<file path="src/core/pmc_pkg.sv">
package pmc_pkg;

  // ==========================================================================
  // register map (byte addresses)
  localparam logic [11:0] ADDR_MODE_CTRL = 12'h000;
  localparam logic [11:0] ADDR_PORTG_DATA = 12'h004;
  localparam logic [11:0] ADDR_IRQ_CTRL = 12'h008;
  localparam logic [11:0] ADDR_STATUS = 12'h00C;
  localparam logic [11:0] ADDR_OPTION = 12'h010;

  // ==========================================================================
  // mode control fields
  localparam int BIT_LOW_OSC_ON = 7;
  localparam int BIT_FAST_OSC_ON = 6;
  localparam int BIT_DUAL_CLOCK_ENABLE = 5;
  localparam int BIT_CORE_CLOCK_SELECT = 4;
  localparam logic [7:0] MODE_CTRL_RESET = 8'h40;
  localparam logic [7:0] MODE_CTRL_WMASK = 8'hF7;
  // the only accepted upper nibbles, each keeping a clock on the core
  localparam logic [3:0] UPPER_HIGH = 4'h4;
  localparam logic [3:0] UPPER_HIGH_DUAL = 4'hC;
  localparam logic [3:0] UPPER_DUAL = 4'hE;
  localparam logic [3:0] UPPER_DUAL_LOW = 4'hF;
  localparam logic [3:0] UPPER_LOW = 4'hB;
  localparam logic [2:0] WINDOW_4K = 3'h0;
  localparam logic [2:0] WINDOW_MAX = 3'h4;
  localparam int TAP_BASE = 12;

  // port g and control bit positions
  localparam int BIT_HALT = 7;
  localparam int BIT_IDLE = 6;
  localparam int BIT_TICK_EN = 0;
  localparam int BIT_TICK_PEND = 1;
  localparam int BIT_HALT_DISABLE = 0;
  localparam int BIT_CLOCK_DELAY = 1;

  // ==========================================================================
  // timing
  localparam logic [2:0] INSTR_DIV_LAST = 3'h4;
  localparam logic [16:0] WAKE_LOAD = 17'h00100;
  localparam logic [16:0] ILLEGAL_LOAD = 17'h000F0;
  localparam logic [16:0] TIMER_ZERO = 17'h00000;

  // ==========================================================================
  // types
  typedef enum logic [1:0] {
    PMC_RUN = 2'b00,
    PMC_IDLE = 2'b01,
    PMC_WAKE = 2'b11,
    PMC_HALT = 2'b10
  } pmc_state_t;

  typedef enum logic [1:0] {
    PMC_SPEED_HIGH = 2'b00,
    PMC_SPEED_DUAL = 2'b01,
    PMC_SPEED_LOW = 2'b10
  } pmc_speed_t;

  typedef struct packed {
    logic core_clock_en;
    logic fast_osc_en;
    logic low_osc_en;
    logic timer_on_low;
    logic core_on_low;
    logic internal_reset;
    logic tick_irq;
  } pmc_ctrl_t;

endpackage

</file>
<file path="src/core/pmc_ctrl.sv">
// Added by the designer: the address map and the APB register port.
`timescale 1ns/100ps

// How it works
// - reset always returns to high-speed mode, core and timer on fast clock
// - high-speed reachable only from dual-clock or reset, never from low-speed
// - writing 1 to port g bit 7 enters halt
// - high-speed halt stops core clock and fast oscillator
// - low reset pin leaves halt and reinitialises, restarting at address zero
// - wake-up from halt always adds start-up delay regardless of delay option
// - halt entry loads timer with 256; after wake-up it counts per instruction cycle, then releases
// - start-up delay counts only while fast oscillator amplitude is qualified
// - halt-disable option ignores every software halt request
// - setting port g bit 6 enters idle
// - high-speed idle keeps fast oscillator and timer running, core stopped
// - idle window selects 4k, 8k, 16k, 32k or 64k cycles
// - idle timer counts continuously whether running or idle
// - selected tap toggle sets pending flag, irq if enabled, ends idle
// - idle exit with irq: finish current instruction, then service interrupt
// - reset or wake-up ends idle; reset selects 4,096-cycle window
// - timer not software controllable or visible; reset value undefined
// - tick interrupt requested only when enable bit is set
// - mode control bits 7..4 and window 2..0, reset value hex 40
// - dual/core select decode 00 high, 10 dual, 11 low, 01 forced low
// - illegal upper mode bits trigger automatic internal reset
// - internal reset presets timer, lasting 240 to 256 instruction cycles
module pmc_ctrl (
  // apb
  input wire logic pclk,
  input wire logic presetn,
  input wire logic psel,
  input wire logic penable,
  input wire logic pwrite,
  input wire logic [11:0] paddr,
  input wire logic [31:0] pwdata,
  output logic [31:0] prdata,
  output logic pready,
  output logic pslverr,
  // pins and events
  input wire logic wakeup_event,
  input wire logic fast_osc_qualified,
  input wire logic instr_complete,
  // control outputs
  output pmc_pkg::pmc_ctrl_t ctrl,
  output logic [1:0] speed_mode,
  output logic [1:0] power_state
);

  // ==========================================================================
  // pin synchronisers
  logic [1:0] wake_sync;
  logic [1:0] qual_sync;
  logic wake_prev;

  always_ff @(posedge pclk or negedge presetn) begin
    if (!presetn) begin
      wake_sync <= 2'h0;
      qual_sync <= 2'h0;
      wake_prev <= 1'b0;
    end else begin
      wake_sync <= {wake_sync[0], wakeup_event};
      qual_sync <= {qual_sync[0], fast_osc_qualified};
      wake_prev <= wake_sync[1];
    end
  end

  wire wake_rise = wake_sync[1] & ~wake_prev;
  wire osc_ok = qual_sync[1];

  // ==========================================================================
  // registers
  logic [7:0] power_mode_control_reg;
  logic idle_tick_irq_enable;
  logic idle_tick_pending;
  logic halt_disable;
  logic clock_delay_option;
  pmc_pkg::pmc_state_t state;
  logic [16:0] idle_interval_timer;
  logic [2:0] instr_div;
  logic tap_prev;
  logic int_reset;
  logic irq_hold;

  // ==========================================================================
  // apb decode
  wire wr = psel & penable & pwrite;
  wire rd_any = psel & penable & ~pwrite;
  wire hit_mode = paddr == pmc_pkg::ADDR_MODE_CTRL;
  wire hit_portg = paddr == pmc_pkg::ADDR_PORTG_DATA;
  wire hit_irq = paddr == pmc_pkg::ADDR_IRQ_CTRL;
  wire hit_stat = paddr == pmc_pkg::ADDR_STATUS;
  wire hit_opt = paddr == pmc_pkg::ADDR_OPTION;
  wire hit_any = hit_mode | hit_portg | hit_irq | hit_stat | hit_opt;
  wire [7:0] wdata8 = pwdata[7:0];

  wire wr_mode = wr & hit_mode;
  wire wr_irq = wr & hit_irq;
  wire wr_opt = wr & hit_opt;
  wire halt_req = wr & hit_portg & wdata8[pmc_pkg::BIT_HALT];
  wire idle_req = wr & hit_portg & wdata8[pmc_pkg::BIT_IDLE];
  wire halt_go = halt_req & ~halt_disable;

  // ==========================================================================
  // mode decode
  wire [7:0] next_mode_val = wdata8 & pmc_pkg::MODE_CTRL_WMASK;
  wire [3:0] upper = next_mode_val[pmc_pkg::BIT_LOW_OSC_ON -: 4];
  // legal upper nibbles: high, high/dual, dual, dual/low, low
  wire upper_legal = (upper == pmc_pkg::UPPER_HIGH) |
                     (upper == pmc_pkg::UPPER_HIGH_DUAL) |
                     (upper == pmc_pkg::UPPER_DUAL) |
                     (upper == pmc_pkg::UPPER_DUAL_LOW) |
                     (upper == pmc_pkg::UPPER_LOW);
  wire illegal_write = wr_mode & ~upper_legal;
  // low-speed may not jump straight to high-speed
  wire cur_low = power_mode_control_reg[pmc_pkg::BIT_CORE_CLOCK_SELECT] &
                 power_mode_control_reg[pmc_pkg::BIT_DUAL_CLOCK_ENABLE];
  wire to_high = ~next_mode_val[pmc_pkg::BIT_DUAL_CLOCK_ENABLE] &
                 ~next_mode_val[pmc_pkg::BIT_CORE_CLOCK_SELECT];
  wire blocked_write = wr_mode & upper_legal & cur_low & to_high;

  wire dual_clock_enable = power_mode_control_reg[pmc_pkg::BIT_DUAL_CLOCK_ENABLE];
  wire ccsel = power_mode_control_reg[pmc_pkg::BIT_CORE_CLOCK_SELECT];
  // 01 is treated as low speed
  wire core_low = ccsel;
  wire timer_low = dual_clock_enable | ccsel;
  wire [1:0] next_speed = core_low ? pmc_pkg::PMC_SPEED_LOW :
                          (dual_clock_enable ? pmc_pkg::PMC_SPEED_DUAL : pmc_pkg::PMC_SPEED_HIGH);

  // ==========================================================================
  // idle interval timer
  wire [2:0] win = power_mode_control_reg[2:0];
  wire [2:0] win_sel = (win > pmc_pkg::WINDOW_MAX) ? pmc_pkg::WINDOW_MAX : win;
  wire instr_tick = instr_div == pmc_pkg::INSTR_DIV_LAST;
  wire in_wake = state == pmc_pkg::PMC_WAKE;
  wire in_halt = state == pmc_pkg::PMC_HALT;
  // frozen in halt; during start-up only while oscillator qualified
  wire timer_step = instr_tick & ~in_halt & (~in_wake | osc_ok);
  wire [16:0] timer_dec = idle_interval_timer - 17'h00001;
  wire [4:0] taps = idle_interval_timer[pmc_pkg::TAP_BASE +: 5];
  wire tap_now = taps[win_sel];
  wire tap_toggle = (tap_now != tap_prev) & ~in_wake & ~int_reset;
  wire wake_done = in_wake & timer_step & (idle_interval_timer == pmc_pkg::TIMER_ZERO);

  always_ff @(posedge pclk or negedge presetn) begin
    if (!presetn) begin
      instr_div <= 3'h0;
    end else begin
      instr_div <= instr_tick ? 3'h0 : instr_div + 3'h1;
    end
  end

  // timer carries no reset; its value after reset is arbitrary
  always_ff @(posedge pclk) begin
    if (halt_go && state == pmc_pkg::PMC_RUN) begin
      idle_interval_timer <= pmc_pkg::WAKE_LOAD;
    end else if (illegal_write) begin
      idle_interval_timer <= pmc_pkg::ILLEGAL_LOAD;
    end else if (timer_step) begin
      idle_interval_timer <= timer_dec;
    end
    tap_prev <= tap_now;
  end

  // ==========================================================================
  // internal reset from illegal mode write, ends when timer runs out
  always_ff @(posedge pclk or negedge presetn) begin
    if (!presetn) begin
      int_reset <= 1'b0;
    end else if (illegal_write) begin
      int_reset <= 1'b1;
    end else if (timer_step && idle_interval_timer == pmc_pkg::TIMER_ZERO) begin
      int_reset <= 1'b0;
    end
  end

  // ==========================================================================
  // software registers
  // an illegal nibble never lands: the internal reset reloads the reset value instead
  wire mode_take = wr_mode & upper_legal & ~blocked_write;
  always_ff @(posedge pclk or negedge presetn) begin
    if (!presetn) begin
      power_mode_control_reg <= pmc_pkg::MODE_CTRL_RESET;
    end else if (int_reset) begin
      power_mode_control_reg <= pmc_pkg::MODE_CTRL_RESET;
    end else if (mode_take) begin
      power_mode_control_reg <= next_mode_val;
    end
  end

  always_ff @(posedge pclk or negedge presetn) begin
    if (!presetn) begin
      idle_tick_irq_enable <= 1'b0;
    end else if (int_reset) begin
      idle_tick_irq_enable <= 1'b0;
    end else if (wr_irq) begin
      idle_tick_irq_enable <= wdata8[pmc_pkg::BIT_TICK_EN];
    end
  end

  // options survive the internal reset; only the pin or an option register write clears them
  always_ff @(posedge pclk or negedge presetn) begin
    if (!presetn) begin
      halt_disable <= 1'b0;
      clock_delay_option <= 1'b0;
    end else if (wr_opt) begin
      halt_disable <= wdata8[pmc_pkg::BIT_HALT_DISABLE];
      clock_delay_option <= wdata8[pmc_pkg::BIT_CLOCK_DELAY];
    end
  end

  // pending: hardware set wins over software clear
  wire clr_pend = wr_irq & ~wdata8[pmc_pkg::BIT_TICK_PEND];
  always_ff @(posedge pclk or negedge presetn) begin
    if (!presetn) begin
      idle_tick_pending <= 1'b0;
    end else if (tap_toggle) begin
      idle_tick_pending <= 1'b1;
    end else if (clr_pend || int_reset) begin
      idle_tick_pending <= 1'b0;
    end
  end

  // ==========================================================================
  // power state machine
  pmc_pkg::pmc_state_t next_state;
  always_comb begin
    next_state = state;
    unique case (state)
      pmc_pkg::PMC_RUN: begin
        if (halt_go) begin
          next_state = pmc_pkg::PMC_HALT;
        end else if (idle_req) begin
          next_state = pmc_pkg::PMC_IDLE;
        end
      end
      pmc_pkg::PMC_IDLE: begin
        if (tap_toggle || wake_rise) begin
          next_state = pmc_pkg::PMC_RUN;
        end
      end
      pmc_pkg::PMC_HALT: begin
        // delay inserted whatever the delay option says
        if (wake_rise) begin
          next_state = pmc_pkg::PMC_WAKE;
        end
      end
      pmc_pkg::PMC_WAKE: begin
        if (wake_done) begin
          next_state = pmc_pkg::PMC_RUN;
        end
      end
    endcase
    if (int_reset) begin
      next_state = pmc_pkg::PMC_RUN;
    end
  end

  // async pin reset drops halt/idle back to run at address zero
  always_ff @(posedge pclk or negedge presetn) begin
    if (!presetn) begin
      state <= pmc_pkg::PMC_RUN;
    end else begin
      state <= next_state;
    end
  end

  // irq held from idle exit until the instruction in flight completes
  always_ff @(posedge pclk or negedge presetn) begin
    if (!presetn) begin
      irq_hold <= 1'b0;
    end else if (state == pmc_pkg::PMC_IDLE && tap_toggle) begin
      irq_hold <= 1'b1;
    end else if (instr_complete) begin
      irq_hold <= 1'b0;
    end
  end

  // ==========================================================================
  // outputs
  wire stopped = (next_state != pmc_pkg::PMC_RUN) | int_reset;
  wire halted = next_state == pmc_pkg::PMC_HALT;
  pmc_pkg::pmc_ctrl_t next_ctrl;
  always_comb begin
    next_ctrl.core_clock_en = ~stopped;
    next_ctrl.fast_osc_en = power_mode_control_reg[pmc_pkg::BIT_FAST_OSC_ON] &
                            ~(halted & ~dual_clock_enable & ~ccsel);
    next_ctrl.low_osc_en = power_mode_control_reg[pmc_pkg::BIT_LOW_OSC_ON];
    next_ctrl.timer_on_low = timer_low;
    next_ctrl.core_on_low = core_low;
    next_ctrl.internal_reset = int_reset | illegal_write;
    next_ctrl.tick_irq = idle_tick_pending & idle_tick_irq_enable & ~irq_hold;
  end

  wire [31:0] rd_val = hit_mode ? {24'h000000, power_mode_control_reg} :
                       hit_irq ? {30'h00000000, idle_tick_pending, idle_tick_irq_enable} :
                       hit_stat ? {28'h0000000, state, next_speed} :
                       hit_opt ? {30'h00000000, clock_delay_option, halt_disable} :
                       32'h00000000;

  always_ff @(posedge pclk or negedge presetn) begin
    if (!presetn) begin
      ctrl <= '0;
      speed_mode <= pmc_pkg::PMC_SPEED_HIGH;
      power_state <= pmc_pkg::PMC_RUN;
    end else begin
      ctrl <= next_ctrl;
      speed_mode <= next_speed;
      power_state <= next_state;
    end
  end

  // zero wait states: ready is launched by the setup cycle itself
  always_ff @(posedge pclk or negedge presetn) begin
    if (!presetn) begin
      prdata <= 32'h00000000;
      pready <= 1'b0;
      pslverr <= 1'b0;
    end else begin
      pready <= psel & ~penable;
      pslverr <= psel & ~penable & ~hit_any;
      prdata <= (psel & ~penable & ~pwrite) ? rd_val : prdata;
    end
  end

  wire unused_ok = rd_any;

endmodule

</file>
<file path="config.mk">
export PLATFORM = sky130hd
export DESIGN_NAME = pmc_ctrl
export DESIGN_NICKNAME = d
export VERILOG_FILES = /design/src/core/pmc_pkg.sv /design/src/core/pmc_ctrl.sv
export SDC_FILE = /design/constraint.sdc
export NUM_CORES = 1
export LEC_CHECK = 0
export ABC_AREA = 0
export BUFFER_PORTS_ARGS = -buffer_cell sky130_fd_sc_hd__buf_4
export CAP_MARGIN = 0
export CORE_MARGIN = 1
export CORE_UTILIZATION = 50
export CTS_CLUSTER_SIZE = 24
export DETAILED_ROUTE_END_ITERATION = 8
export PLACE_DENSITY = 0.9
export SETUP_SLACK_MARGIN = 0.15
export SKIP_LAST_GASP = 1
export SYNTH_ARGS = -nofsm -noshare
export SYNTH_HDL_FRONTEND = slang
export SYNTH_SLANG_ARGS = --single-unit
</file>
<file path="constraint.sdc">
create_clock -name pclk -period 2.6 [get_ports pclk]
set_input_delay 0.52 -clock pclk [delete_from_list [all_inputs] [get_ports pclk]]
set_output_delay 0.52 -clock pclk [all_outputs]
set_load 0.05 [all_outputs]
</file>
### After elaboration in Yosys (flattened, before gate mapping)

Index checks and enable logic that the tools add are counted.

| storage, ports and cells | value |
|---|---|
| word-level logic and storage cells | 152 |
| bits in registers | 85 |
| output and inout port bits | 45 |

| operators by class | value |
|---|---|
| add/sub/neg operators | 2 |
| reduce and logical (&&, ||, !) cells | 16 |
| order comparisons | 2 |
| equal/unequal tests | 15 |
| mux-type cells | 29 |
| bitwise logic cells | 62 |

Operators by type and width:

| kind | count |
|---|---|
| bitwise AND 1 bit | 32 |
| == test 12 x 4 -> 1 bit, second input constant | 2 |
| two-way mux 8 bit | 3 |
| two-way mux 9 bit | 2 |
| inverter 1 bit | 18 |
| logical NOT 17 bit | 1 |
| subtractor 17 x 1 -> 17 bit, second input constant | 1 |
| == test 4 bit, second input constant | 4 |
| two-way mux 2 bit | 8 |
| nonzero test 2 bit | 7 |
| == test 12 x 3 -> 1 bit, second input constant | 1 |
| == test 12 x 5 -> 1 bit, second input constant | 1 |
| logical NOT 12 bit | 1 |
| OR 1 bit | 12 |
| two-way mux 1 bit | 10 |
| two-way mux 4 bit | 2 |
| case mux 2 bit (4 select lines) | 1 |
| == test 2 bit, second input constant | 3 |
| two-way mux 3 bit | 2 |
| == test 4 x 3 -> 1 bit, second input constant | 1 |
| < comparator 3 x 4 -> 1 bit, second input constant | 1 |
| adder 3 x 1 -> 3 bit, second input constant | 1 |
| binary-select mux 1 bit (select 3 bit) | 1 |
| == test 3 bit, second input constant | 1 |
| other kinds (7) | 10 |

### Longest topological paths before layout

Gate-level depths: netlist of run 1.

| logic depth | value |
|---|---|
| word-level depth | 16 |
| gate-level depth with buffers | 8 |

### Worst setup path after synthesis of run 1

Ideal clock, no wire load.

| timing path | value |
|---|---|
| kind | input -> register |
| start | input paddr[9] |
| end | register clock_delay_option |
| setup time | 0.128 ns |
| path slack | 0.183 ns |
| arrival | 2.290 ns |
| stages | 5 |
| path through | or4_1 -> or3_1 -> or3_4 -> nor2_2 -> mux2_1 |

| between the ends | value |
|---|---|
| word-level cells in the longest chain between the ends | 2 |

Ends and longest elaborated chain:

| what | line | RTL |
|---|---|---|
| start: declaration | pmc_ctrl.sv:34 | `input wire logic [11:0] paddr,` |
| == test 12 x 5 -> 1 bit | pmc_ctrl.sv:92 | `wire hit_opt = paddr == pmc_pkg::ADDR_OPTION;` |
| bitwise AND 1 bit | pmc_ctrl.sv:98 | `wire wr_opt = wr & hit_opt;` |
| end signal: assignment | pmc_ctrl.sv:207 | `clock_delay_option <= wdata8[pmc_pkg::BIT_CLOCK_DELAY];` |
| end: declaration | pmc_ctrl.sv:76 | `logic clock_delay_option;` |

No other way between the ends.
A chain may end at the register's enable or synchronous reset.

### Worst setup path after layout of run 1

| timing path | value |
|---|---|
| start | input paddr[0] |
| end | register prdata[7] |

| between the ends | value |
|---|---|
| word-level cells in the longest chain between the ends | 2 |

Ends and longest elaborated chain:

| what | line | RTL |
|---|---|---|
| logical NOT 12 bit | pmc_ctrl.sv:88 | `wire hit_mode = paddr == pmc_pkg::ADDR_MODE_CTRL;` |
| two-way mux 8 bit | pmc_ctrl.sv:294 | `wire [31:0] rd_val = hit_mode ? {24'h000000, power_mode_control_reg} :` |
| end signal: assignment | pmc_ctrl.sv:321 | `prdata <= (psel & ~penable & ~pwrite) ? rd_val : prdata;` |
| end: declaration | pmc_ctrl.sv:36 | `output logic [31:0] prdata,` |

No other way between the ends.

==> results.txt, run 1 <==
----------------------------------------------------
[STA]
  Achievable clock frequency ... 450 MHz
  Post-Route Skew ... 0.0130 ns
  Unrepaired setup endpoints after global routing ... no
  Total count of max-transition violations in the final report ... 0
  Post-route minimum period ... 2.22 ns
  Normalized max-slew margin ... 62.3%
  Final count of negative-setup-slack endpoints ... 0
  Setup Total Neg Slack ... 0 ns
  Fin crit share ... 85.5%
  Least-Margin Pin Slew ... 0.565 ns
  Final hold violations ... 0
  Final worst slack ... 0.376 ns

[Synthesis]
  FFs w/ async S/R, synth ... 69.5%
  Post-synthesis cell type with the largest combined area ... dfrtp_1
  Register bit count reported by yosys ... 59
  Post-Synthesis Cell Area ... 2960 um2
  Number of enable flip-flop cells after synthesis ... 0
  Library cells used by synthesis ... 55
  Top cells by area, synth ... dfrtp_1 34%, dfxtp_1 12%, buf_4 6.6%, nor2_1 4.7%, mux2i_1 4.4%
  Post-synthesis sequential area ratio ... 46.9%
  Yosys top cell area share ... 33.8%
  Gate count after technology mapping ... 300
  Total of warnings raised by yosys ... 0
  Ys flop type ... dfrtp_1
  Average cell area after synthesis ... 9.86 um2

[Cells and area]
  Largest register FFs ... 17
  Fin cells ... 431
  Ant. Diodes ... 0
  Fillcell total ... 443
  Biggest registers after layout ... idle_interval_timer x17, prdata x8
  Largest register by flop count ... idle_interval_timer
  Area delta synth->final ... 19.6%
  Leading cell type in the layout, fill and taps excluded ... buf_4
  Number of nets in the layout ... 410
  Fraction of the core area covered by cells at the end of the flow ... 63.1%
  Most frequent cells in the layout ... 55 x buf_4, 40 x dfrtp_1, 37 x nor2_1
  Fraction of final layout cells sized beyond drive strength 1 ... 22.6%

[Floorplanning]
  Die Area ... 6230 um2
  Width of the die ... 78.9 um
  Area of the core ... 5610 um2
  Count of standard-cell rows ... 27
  Die Y ... 78.9 um
  Top-Level Pins ... 97
  Starting Density ... 52.8%

[Clock network]
  Latest clock arrival within the worst-skew pair ... 0.34 ns
  Number of buffers created by CTS ... 9
  Post-cts sizing count ... 0
  Buffer cell driving the clock tree root ... clkbuf_8
  Maximum clock insertion buffer count ... 2
  Number of H-tree branching levels ... 3
  Clock-pin slew on the worst setup and hold paths ... 0.06 ns
  Count of clock tree sinks ... 59
  Buffer count from post-CTS setup fixing ... 0
  Hold-fix buffer count after cts ... 0
  TritonCTS clock tree ... done

[Placed design]
  Routability cong. ... 0.851
  Detailed Place HPWL ... 4.64 mm
  Number of cells in the design after placement ... 415
  Setup WS pre-CTS ... 0.0281 ns
  Port-buffer cells ... 47

[Critical path]
  Launching element type of the critical path ... primary input
  Reg-to-reg setup timing slack ... 0.43 ns
  Required time worst endpoint ... 2.87 ns
  Register-to-Register Path Depth ... 5
  Nature of the critical path endpoint ... flop
  Crit Reg-Reg Endpoint ... ctrl[6]
  Critical path arrival ... 2.50 ns
  Kind of critical path ... in2reg
  Cell repeated most along the worst path ... buf_4
  Cell Chain, Critical Path ... buf_4, or4_4, or3_1, or3_4, buf_4, nor3_4, a22o_1
  Cell type of the slowest stage on the worst timing path ... or4_4
  Worst path max stage delay ... 0.52 ns
  Largest driver fanout on the critical path ... 4
  Worst R2R Start ... idle_interval_timer[8]

[Power and ir drop]
  Part of the power in registers ... 47.7%
  Combinational power share ... 11.0%
  Leakage power figure ... 1.68 nW
  NetSw ... 0.000502 W
  Total power ... 0.00197 W
  Peak supply drop ... 0.000273 V
  Clk pwr share ... 41.3%
  Share of total power consumed by net switching ... 25.5%
  Cell internal pwr ... 0.00147 W
  Power Dens Cells ... 557 nW/um2

[Routing]
  Detailed-route DRC error count ... 0
  DR vias/cell ... 5.45
  Drt pass-1 iters ... 4
  Aggregate routed wire length ... 6.27 mm
  Routed vias ... 2350
  Highest signal layer in the routed design ... met4
  DR WL/cell ... 14.5 um
  Met3 wire length ... 361 um
  Iter 0 DRT Violations ... 226
  Met2 wire len ... 3.16 mm
  Met1 wire length ... 2.53 mm
  Number of nets with antenna violations after detailed routing ... 0

[Global route]
  Largest net degree at the start of global routing ... 42
  Number of antenna violations at the first check in global routing ... 0
  All-Layer GR Usage ... 22.1%
  Via count of the first global-routing pass ... 2291
  Final global-route overflow total ... 0
  First-pass GRT wire length ... 10.4 mm

[Run]
  Maxcap violations ... 0

[Hold path]
  Min-Delay Path Class ... in2async

[Outcome]
  Run status ... completed

----------------------------------------------------
[critical path: cells and delay by family]
family	cells	cell delay, ns
and+or+nand+nor	4	1.52
buffers and inverters	2	0.27
AOI/OAI and AO/OA	1	0.18
[cells by family (layout without fill, tap and decap cells)]
| family | count (synthesis) | in the layout | share of synthesized area [%] |
|---|---|---|---|
| other | 1 | 24 | 0.127 |
| xor gates and xnor gates | 15 | 15 | 4.44 |
| buffers and inverters | 46 | 82 | 9.13 |
| DFF | 59 | 59 | 46.9 |
| muxes | 15 | 15 | 5.16 |
| AOI/OAI and AO/OA | 39 | 39 | 9.39 |
| and+or+nand+nor | 121 | 121 | 23.2 |
| adders and majority gates | 4 | 4 | 1.69 |
[how the worst max path moves through the flow]
stage	to	slack, ns	depth (start not counted)	from
global route	ctrl[6]	0.31	5	idle_interval_timer[8]
detailed placement	prdata[7]	0.03	7	paddr[0]
global placement	clock_delay_option	0.08	6	paddr[0]
floorplan	clock_delay_option	0.18	5	paddr[9]
CTS	prdata[7]	0.38	7	paddr[0]
finish	prdata[7]	0.38	7	paddr[0]
[cell usage after synthesis (2+ instances only)]
cell      instances
nor2b_1           7
nand4_1           8
clkbuf_1         10
o221ai_1          2
o21a_1            4
nand4b_1          2
mux2_1            2
and2_1            4
a211o_1           2
and3_1            5
a21o_1            2
a31oi_1           3
nor3b_1           2
o22ai_1           2
xor2_1           10
nor3_1            3
a21oi_1           7
or4_1             3
nand2_1          10
nand2b_1          6
or3_1             2
nand3b_1          3
or2_2             2
ha_1              4
a22o_1            5
nor4_1            5
buf_4            26
dfrtp_1          40
xnor2_1           5
mux2i_1          13
inv_1            10
nor2_1           37
or2_1             2
dfxtp_1          18
nand3_1          10
o21ai_0           5
[per-stage QoR]
stage,area [um2],hold slack (ns)
final,3540,0.148
after global routing,3540,0.196
after CTS,3540,0.161
after detailed placement,3340,0.341
after global placement,3340,0.333
after floorplan,3050,0.224
[power by group through the flow]
stage	registers, W	clock network, W	logic (W)
2_1_floorplan	0.000982	0	0.000147
3_3_place_gp	0.000957	0	0.000211
3_5_place_dp	0.000958	0	0.000215
4_1_cts	0.000940	0.000827	0.000216
5_1_grt	0.000941	0.000871	0.000230
6_report	0.000941	0.000814	0.000216
[layer usage]
metal	global-route usage, %	vias to the layer above
met3	5.17	23
met5	0	-
met2	37.7	84
met4	13.3	0
li1	-	1100
met1	25.2	1143
[cell type report]
class	count	area, um2	area share [%]
Inverter	10	37.5	1.06
Tap cell	72	90.1	2.55
Clock buffer	15	198	5.59
Sequential cell	59	1390	39.2
Timing Repair Buffer	56	433	12.2
Multi-Input combinational cell	218	1390	39.2
Clock inverter	1	5.00	0.141
Power figures use the tool's default switching activity.
==> inputs of run 2 (changes only) <==
--- a/config.mk
+++ b/config.mk
@@ -10,7 +10,7 @@
 export CAP_MARGIN = 0
 export CORE_MARGIN = 1
 export CORE_UTILIZATION = 50
-export CTS_CLUSTER_SIZE = 24
+export CTS_CLUSTER_SIZE = 30
 export DETAILED_ROUTE_END_ITERATION = 8
 export PLACE_DENSITY = 0.9
 export SETUP_SLACK_MARGIN = 0.15
==> constraint.sdc (replaced) <==
create_clock -name pclk -period 2.6 [get_ports pclk]
set_input_delay 0.26 -clock pclk [delete_from_list [all_inputs] [get_ports pclk]]
set_output_delay 0.26 -clock pclk [all_outputs]
set_load 0.05 [all_outputs]
==> run 2 against run 1 <==
Worst setup slack improved by 0.096 ns. Largest cell class unchanged. Largest power group unchanged. Global-route usage decreased by 0.79 points. Final cell count down 0.93%.
==> results.txt, run 2 (synthesis results as in run 1) <==
----------------------------------------------------
[Outcome]
  Run status ... completed (unchanged)

[Cells and area]
  Leading cell type in the layout, fill and taps excluded ... buf_4 (unchanged)
  Number of nets in the layout ... 406 (was 410)
  Area taken by multi-input logic gates ... 1390 um2 (unchanged)
  Area delta synth->final ... 17.1% (was 19.6%)
  Fraction of final layout cells sized beyond drive strength 1 ... 21.7% (was 22.6%)
  Fillcell total ... 449 (was 443)
  Largest register FFs ... 17 (unchanged)
  Biggest registers after layout ... idle_interval_timer x17, prdata x8 (unchanged)
  Fin cells ... 427 (was 431)
  Area taken by flip-flops and latches ... 1390 um2 (unchanged)
  Most frequent cells in the layout ... 51 x buf_4, 40 x dfrtp_1, 37 x nor2_1 (was 55 x buf_4, 40 x dfrtp_1, 37 x nor2_1)
  Fraction of the core area covered by cells at the end of the flow ... 61.8% (was 63.1%)
  Largest register by flop count ... idle_interval_timer (unchanged)
  Ant. Diodes ... 0 (unchanged)

[Clock network]
  Maximum clock insertion buffer count ... 2 (unchanged)
  Clock-pin slew on the worst setup and hold paths ... 0.07 ns (was 0.06 ns)
  Number of buffers created by CTS ... 9 (unchanged)
  Buffer cell driving the clock tree root ... clkbuf_8 (unchanged)
  Count of clock tree sinks ... 59 (unchanged)
  Number of H-tree branching levels ... 3 (unchanged)
  TritonCTS clock tree ... done (unchanged)
  Latest clock arrival within the worst-skew pair ... 0.33 ns (was 0.34 ns)
  Buffer count from post-CTS setup fixing ... 0 (unchanged)

[STA]
  Fin crit share ... 81.9% (was 85.5%)
  Final hold violations ... 0 (unchanged)
  Hold slack final ... 0.0296 ns (was 0.148 ns)
  Final count of negative-setup-slack endpoints ... 0 (unchanged)
  Post-Route Skew ... 0.00871 ns (was 0.0130 ns)
  Normalized max-slew margin ... 57.7% (was 62.3%)
  Achievable clock frequency ... 470 MHz (was 450 MHz)
  Post-route minimum period ... 2.13 ns (was 2.22 ns)
  Least-Margin Pin Slew ... 0.633 ns (was 0.565 ns)
  Final worst slack ... 0.472 ns (was 0.376 ns)
  Unrepaired setup endpoints after global routing ... no (unchanged)
  Setup Total Neg Slack ... 0 ns (unchanged)
  Total count of max-transition violations in the final report ... 0 (unchanged)

[Placed design]
  Routability cong. ... 0.825 (was 0.851)
  Setup WS pre-CTS ... 0.247 ns (was 0.0281 ns)
  Detailed Place HPWL ... 4.62 mm (was 4.64 mm)
  Number of cells in the design after placement ... 410 (was 415)
  Port-buffer cells ... 47 (unchanged)

[Critical path]
  Sum of buffers and inverters on the critical path ... 0 (was 2)
  Crit path max-delay family ... simple AND/OR/NAND/NOR gates (unchanged)
  Nature of the critical path endpoint ... flop (unchanged)
  Launching element type of the critical path ... flop (was primary input)
  Largest driver fanout on the critical path ... 5 (was 4)
  Cell Chain, Critical Path ... or4_1, or3_1, o21a_1, a31oi_1, and4bb_1 (was buf_4, or4_4, or3_1, or3_4, buf_4, nor3_4, a22o_1)
  Critical path arrival ... 2.39 ns (was 2.50 ns)
  Cell type of the slowest stage on the worst timing path ... or4_1 (was or4_4)
  Required time worst endpoint ... 2.86 ns (was 2.87 ns)
  Kind of critical path ... reg2reg (was in2reg)
  Worst path max stage delay ... 0.61 ns (was 0.52 ns)

[Routing]
  Aggregate routed wire length ... 6.20 mm (was 6.27 mm)
  DR WL/cell ... 14.5 um (about the same)
  Detailed-route DRC error count ... 0 (unchanged)
  Routed vias ... 2273 (was 2350)
  Drt pass-1 iters ... 4 (unchanged)
  Iter 0 DRT Violations ... 184 (was 226)
  Met1 wire length ... 2.56 mm (was 2.53 mm)
  Met3 wire length ... 306 um (was 361 um)
  Highest signal layer in the routed design ... met4 (unchanged)
  Met2 wire len ... 3.26 mm (was 3.16 mm)
  DR vias/cell ... 5.32 (was 5.45)
  Number of nets with antenna violations after detailed routing ... 0 (unchanged)

[Floorplanning]
  Count of standard-cell rows ... 27 (unchanged)
  Die Area ... 6230 um2 (unchanged)
  Area of the core ... 5610 um2 (unchanged)
  Starting Density ... 52.8% (unchanged)
  Width of the die ... 78.9 um (unchanged)
  Top-Level Pins ... 97 (unchanged)
  Die Y ... 78.9 um (unchanged)

[Power and ir drop]
  Leakage power figure ... 1.64 nW (was 1.68 nW)
  Combinational power share ... 11.5% (was 11.0%)
  Peak supply drop ... 0.000289 V (was 0.000273 V)
  Share of total power consumed by net switching ... 27.6% (was 25.5%)
  Part of the power in registers ... 50.3% (was 47.7%)
  Cell internal pwr ... 0.00135 W (was 0.00147 W)
  Power Dens Cells ... 539 nW/um2 (was 557 nW/um2)
  NetSw ... 0.000516 W (was 0.000502 W)
  Clk pwr share ... 38.2% (was 41.3%)

[Global route]
  All-Layer GR Usage ... 21.3% (was 22.1%)
  Largest net degree at the start of global routing ... 42 (unchanged)
  Final global-route overflow total ... 0 (unchanged)
  First-pass GRT wire length ... 10.1 mm (was 10.4 mm)
  Via count of the first global-routing pass ... 2267 (was 2291)
  Number of antenna violations at the first check in global routing ... 0 (unchanged)

[Hold path]
  Min-Delay Path Class ... in2reg (was in2async)

[Run]
  Maxcap violations ... 0 (unchanged)

----------------------------------------------------
## run 2: cell type report
cell class / instances / area share [%]
clock buffers: 11 / 4.08
inverters: 10 / 1.08
repair buffers: 52 / 11.3
clock inverters: 5 / 0.830
flip-flops and latches: 59 / 40.0
multi-input cells: 218 / 40.0
well taps: 72 / 2.60
## run 2: per-layer routing
layer,track usage (%),vias to the layer above
met4,8.18,0
li1,-,1093
met2,39.2,72
met5,0,-
met1,23.0,1099
met3,6.21,9
## run 2: stage by stage
| step | cell area, um2 | power, W |
|---|---|---|
| final | 3470 | 0.00187 |
| after global routing | 3470 | 0.00194 |
| after CTS | 3470 | 0.00189 |
| after detailed placement | 3290 | 0.00117 |
| after global placement | 3290 | 0.00117 |
| after floorplan | 3050 | 0.00113 |
## run 2: power groups by stage
stage	clock network (W)	registers [W]	logic, W
2_1_floorplan	0	0.000982	0.000147
5_1_grt	0.000774	0.000941	0.000229
3_5_place_dp	0	0.000958	0.000213
3_3_place_gp	0	0.000957	0.000210
4_1_cts	0.000732	0.000940	0.000216
6_report	0.000714	0.000941	0.000216
## run 2: final timing paths
path | startpoint | end | slack [ns] | cells after the start
worst max-delay path | idle_interval_timer[8] | ctrl[6] | 0.47 | 5
worst max register to register | idle_interval_timer[8] | ctrl[6] | 0.47 | 5
max in group asynchronous | presetn | power_mode_control_reg[6] | 1.80 | 2
worst min-delay path | fast_osc_qualified | qual_sync[0] | 0.03 | 1
min in group asynchronous | presetn | prdata[5] | 0.44 | 2
worst min register to register | qual_sync[0] | qual_sync[1] | 0.35 | 0
## run 2: timing repair
action                                 4_1_cts  5_1_grt
gates resized for setup                      0        0
endpoints found under the hold margin       40        0
hold buffers                                 1        0
==> inputs of run 3 (changes only) <==
--- a/config.mk
+++ b/config.mk
@@ -5,14 +5,14 @@
 export SDC_FILE = /design/constraint.sdc
 export NUM_CORES = 1
 export LEC_CHECK = 0
-export ABC_AREA = 0
+export ABC_AREA = 1
 export BUFFER_PORTS_ARGS = -buffer_cell sky130_fd_sc_hd__buf_4
 export CAP_MARGIN = 0
 export CORE_MARGIN = 1
-export CORE_UTILIZATION = 50
+export CORE_UTILIZATION = 46
 export CTS_CLUSTER_SIZE = 30
 export DETAILED_ROUTE_END_ITERATION = 8
-export PLACE_DENSITY = 0.9
+export PLACE_DENSITY = 0.88
 export SETUP_SLACK_MARGIN = 0.15
 export SKIP_LAST_GASP = 1
 export SYNTH_ARGS = -nofsm -noshare
==> constraint.sdc (replaced) <==
create_clock -name pclk -period 1.8 [get_ports pclk]
set_input_delay 0.18 -clock pclk [delete_from_list [all_inputs] [get_ports pclk]]
set_output_delay 0.18 -clock pclk [all_outputs]
set_load 0.05 [all_outputs]
==> run 3 against run 2 <==
Critical path depth increased by 6. Final cell count is 23% higher. Sequential share of layout area fell by 4.3 points. Worst setup slack got worse by 0.51 ns. Hold slack lost 0.029 ns. Via count grew 18%. Total power increased by 130%. Largest power group unchanged. Utilization is 2.8 points higher. Sequential power grew 62%. Area after synthesis shrank 0.72%. The run now ends with setup timing left.
==> results.txt, run 3 <==
----------------------------------------------------
[Cells and area]
  Area taken by multi-input logic gates ... 1390 um2 (about the same)
  Most frequent cells in the layout ... 70 x nand2_1, 66 x buf_4, 45 x inv_1 (was 51 x buf_4, 40 x dfrtp_1, 37 x nor2_1)
  Leading cell type in the layout, fill and taps excluded ... nand2_1 (was buf_4)
  Largest register FFs ... 17 (unchanged)
  Area delta synth->final ... 32.6% (was 17.1%)
  Ant. Diodes ... 0 (unchanged)
  Fillcell total ... 453 (was 449)
  Number of nets in the layout ... 501 (was 406)
  Largest register by flop count ... idle_interval_timer (unchanged)
  Area taken by flip-flops and latches ... 1390 um2 (about the same)
  Biggest registers after layout ... idle_interval_timer x17, prdata x8 (unchanged)
  Cell area after layout ... 3890 um2 (was 3470 um2)
  Fraction of final layout cells sized beyond drive strength 1 ... 29.1% (was 21.7%)

[Critical path]
  Critical path arrival ... 2.08 ns (was 2.39 ns)
  Required time worst endpoint ... 2.04 ns (was 2.86 ns)
  Largest driver fanout on the critical path ... 4 (was 5)
  Launching element type of the critical path ... flop (unchanged)
  Nature of the critical path endpoint ... flop (unchanged)
  Kind of critical path ... reg2reg (unchanged)

[STA]
  Final hold violations ... 0 (unchanged)
  Fin crit share ... 102% (was 81.9%)
  Normalized max-slew margin ... 65.0% (was 57.7%)
  Post-Route Skew ... 0.0104 ns (was 0.00871 ns)
  Unrepaired setup endpoints after global routing ... yes (was no)
  Total count of max-transition violations in the final report ... 0 (unchanged)
  Final worst slack ... -0.0373 ns (was 0.472 ns)
  Hold slack final ... 0.000512 ns (was 0.0296 ns)
  Achievable clock frequency ... 544 MHz (was 470 MHz)
  Post-route minimum period ... 1.84 ns (was 2.13 ns)
  Final count of negative-setup-slack endpoints ... 1 (was 0)
  Least-Margin Pin Slew ... 0.519 ns (was 0.633 ns)

[Power and ir drop]
  Total power ... 0.00421 W (was 0.00187 W)
  Peak supply drop ... 0.000628 V (was 0.000289 V)
  Leakage power figure ... 1.98 nW (was 1.64 nW)
  Power Dens Cells ... 1080 nW/um2 (was 539 nW/um2)

[Global route]
  Via count of the first global-routing pass ... 2417 (was 2267)
  First-pass GRT wire length ... 10.6 mm (was 10.1 mm)
  Final global-route overflow total ... 0 (unchanged)
  Number of antenna violations at the first check in global routing ... 0 (unchanged)
  All-Layer GR Usage ... 21.1% (was 21.3%)
  Largest net degree at the start of global routing ... 42 (unchanged)

[Floorplanning]
  Count of standard-cell rows ... 28 (was 27)
  Die Area ... 6710 um2 (was 6230 um2)
  Area of the core ... 6030 um2 (was 5610 um2)
  Die Y ... 81.9 um (was 78.9 um)
  Starting Density ... 48.8% (was 52.8%)
  Width of the die ... 81.9 um (was 78.9 um)
  Top-Level Pins ... 97 (unchanged)

[Synthesis]
  Commonest cells post-synth ... 76 x nand2_1, 48 x inv_1, 46 x nor2_1 (was 40 x dfrtp_1, 37 x nor2_1, 26 x buf_4)
  Gate count after technology mapping ... 364 (was 300)
  Post-synthesis share of cell area spent on full adders, half adders and majority gates ... 1.70% (was 1.69%)
  Register bit count reported by yosys ... 59 (unchanged)
  Largest family of logic cells by synthesized area ... simple AND/OR/NAND/NOR gates (unchanged)
  Xor/xnor share of the synthesized area ... 2.68% (was 4.44%)
  Post-synthesis simple-gate area fraction ... 27.6% (was 23.2%)
  Post-Synthesis Cell Area ... 2940 um2 (was 2960 um2)
  FFs w/ async S/R, synth ... 69.5% (unchanged)
  Total of warnings raised by yosys ... 0 (unchanged)
  Post-synthesis cell type with the largest combined area ... dfrtp_1 (unchanged)
  Number of enable flip-flop cells after synthesis ... 0 (unchanged)
  Top cells by area, synth ... dfrtp_1 34%, dfxtp_1 12%, nand2_1 9.7%, buf_4 6.4%, inv_1 6.1% (was dfrtp_1 34%, dfxtp_1 12%, buf_4 6.6%, nor2_1 4.7%, mux2i_1 4.4%)
  Library cells used by synthesis ... 37 (was 55)
  Mux contribution to synthesized area ... 0% (was 5.16%)
  Post-synthesis sequential area ratio ... 47.2% (was 46.9%)
  Compound-cell area share of the yosys netlist ... 7.45% (was 9.39%)
  Ys flop type ... dfrtp_1 (unchanged)
  Average cell area after synthesis ... 8.07 um2 (was 9.86 um2)
  Yosys top cell area share ... 34.1% (was 33.8%)
  Most used standard cell by instance count after synthesis ... nand2_1 (was dfrtp_1)

[Clock network]
  TritonCTS clock tree ... done (unchanged)
  Latest clock arrival within the worst-skew pair ... 0.35 ns (was 0.33 ns)
  Number of buffers created by CTS ... 9 (unchanged)
  Clock-pin slew on the worst setup and hold paths ... 0.07 ns (about the same)
  Buffer cell driving the clock tree root ... clkbuf_8 (unchanged)
  Number of H-tree branching levels ... 3 (unchanged)
  Count of clock tree sinks ... 59 (unchanged)
  Maximum clock insertion buffer count ... 2 (unchanged)

[Placed design]
  Port-buffer cells ... 47 (unchanged)
  Setup WS pre-CTS ... -0.0507 ns (was 0.247 ns)
  Routability cong. ... 0.858 (was 0.825)
  Detailed Place HPWL ... 4.70 mm (was 4.62 mm)
  Cell Area, Placed ... 3370 um2 (was 3290 um2)

[Routing]
  Aggregate routed wire length ... 7.24 mm (was 6.20 mm)
  Routed vias ... 2679 (was 2273)
  DR vias/cell ... 5.10 (was 5.32)
  Iter 0 DRT Violations ... 175 (was 184)
  Number of nets with antenna violations after detailed routing ... 0 (unchanged)
  Detailed-route DRC error count ... 0 (unchanged)
  Drt pass-1 iters ... 4 (unchanged)
  DR WL/cell ... 13.8 um (was 14.5 um)

[Outcome]
  Failing checks ... setup timing
  Run status ... complete, but fails checks (was completed)

[Hold path]
  Min-Delay Path Class ... in2reg (unchanged)

[Run]
  Maxcap violations ... 0 (unchanged)

----------------------------------------------------
==> run 3: cell types whose count changed after synthesis, sizes merged, moves of 5 or more <==
cell	change
a22o	-5
nand3	+21
nand2	+69
nor2b	-7
inv	+39
nand4	-6
clkbuf	-9
and3	-5
o21ai	+8
nor2	+13
mux2i	-13
nand2b	-6
==> run 3: final cells by class <==
class,count,share of cell area (%)
inverter,49,4.72
clock buffer,12,3.98
timing repair buffer,74,15.6
sequential,59,35.7
multi-input combinational,252,35.7
clock inverter,4,1.86
tap,75,2.41
==> run 3: report_power, final <==
part	switching [W]	leakage, nW	internal (W)	total (W)
Combinational	0.000803	1.22	0.000473	0.00128
Clock	0.000559	0.113	0.000853	0.00141
Sequential	0.0000854	0.649	0.00144	0.00152
==> run 3: cells by family after synthesis <==
kind of cell | Yosys count
and+or+nand+nor | 179
buffers and inverters | 76
DFF | 59
AOI/OAI and AO/OA | 36
xor gates and xnor gates | 9
adders and majority gates | 4
other | 1
==> run 3: repair_timing <==
| item | CTS | global route |
|---|---|---|
| resized for setup | 15 | 24 |
| hold buffers | 3 | 0 |
| endpoints found under the setup margin | 14 | 18 |
| pin swaps | 7 | 21 |
| endpoints found under the hold margin | 42 | 0 |
| setup buffers | 5 | 8 |
==> run 3: routing by layer <==
metal / global-route usage [%] / wire [um] / vias up
met5: 0 / 0 / -
met4: 10.0 / 252 / 0
met3: 5.56 / 531 / 28
met2: 37.0 / 3710 / 132
met1: 23.5 / 2750 / 1251
li1: - / - / 1268
==> run 3: final timing paths <==
kind / cells past startpoint / to / slack, ns / from
setup / recovery: 11 / idle_interval_timer[8] / -0.04 / instr_div[1]
hold / removal: 2 / irq_hold / 0.0005 / instr_complete
setup reg to reg: 11 / idle_interval_timer[8] / -0.04 / instr_div[1]
hold reg to reg: 0 / qual_sync[1] / 0.35 / qual_sync[0]
max in group asynchronous: 2 / power_state[0] / 1.08 / presetn
min in group asynchronous: 2 / instr_div[2] / 0.35 / presetn
==> run 3: worst max-delay path: stages, from the launching register on <==
cell,delay [ns]
dfrtp_1,0.38
inv_1,0.06
ha_2,0.18
nand2_2,0.07
a21oi_4,0.21
buf_12,0.15
nand3_4,0.10
buf_4,0.17
nor2_4,0.13
nand2_1,0.09
nand3_1,0.12
nand2_1,0.08
==> run 3: stage by stage <==
stage                     TNS, ns  cells  utilization (%)
final                     -0.0373    525             64.6
after global routing       -0.924    525             64.6
after CTS                       0    517             61.9
after detailed placement  -0.0727    493             55.9
after global placement          0    493             55.9
after floorplan                 0    387                -
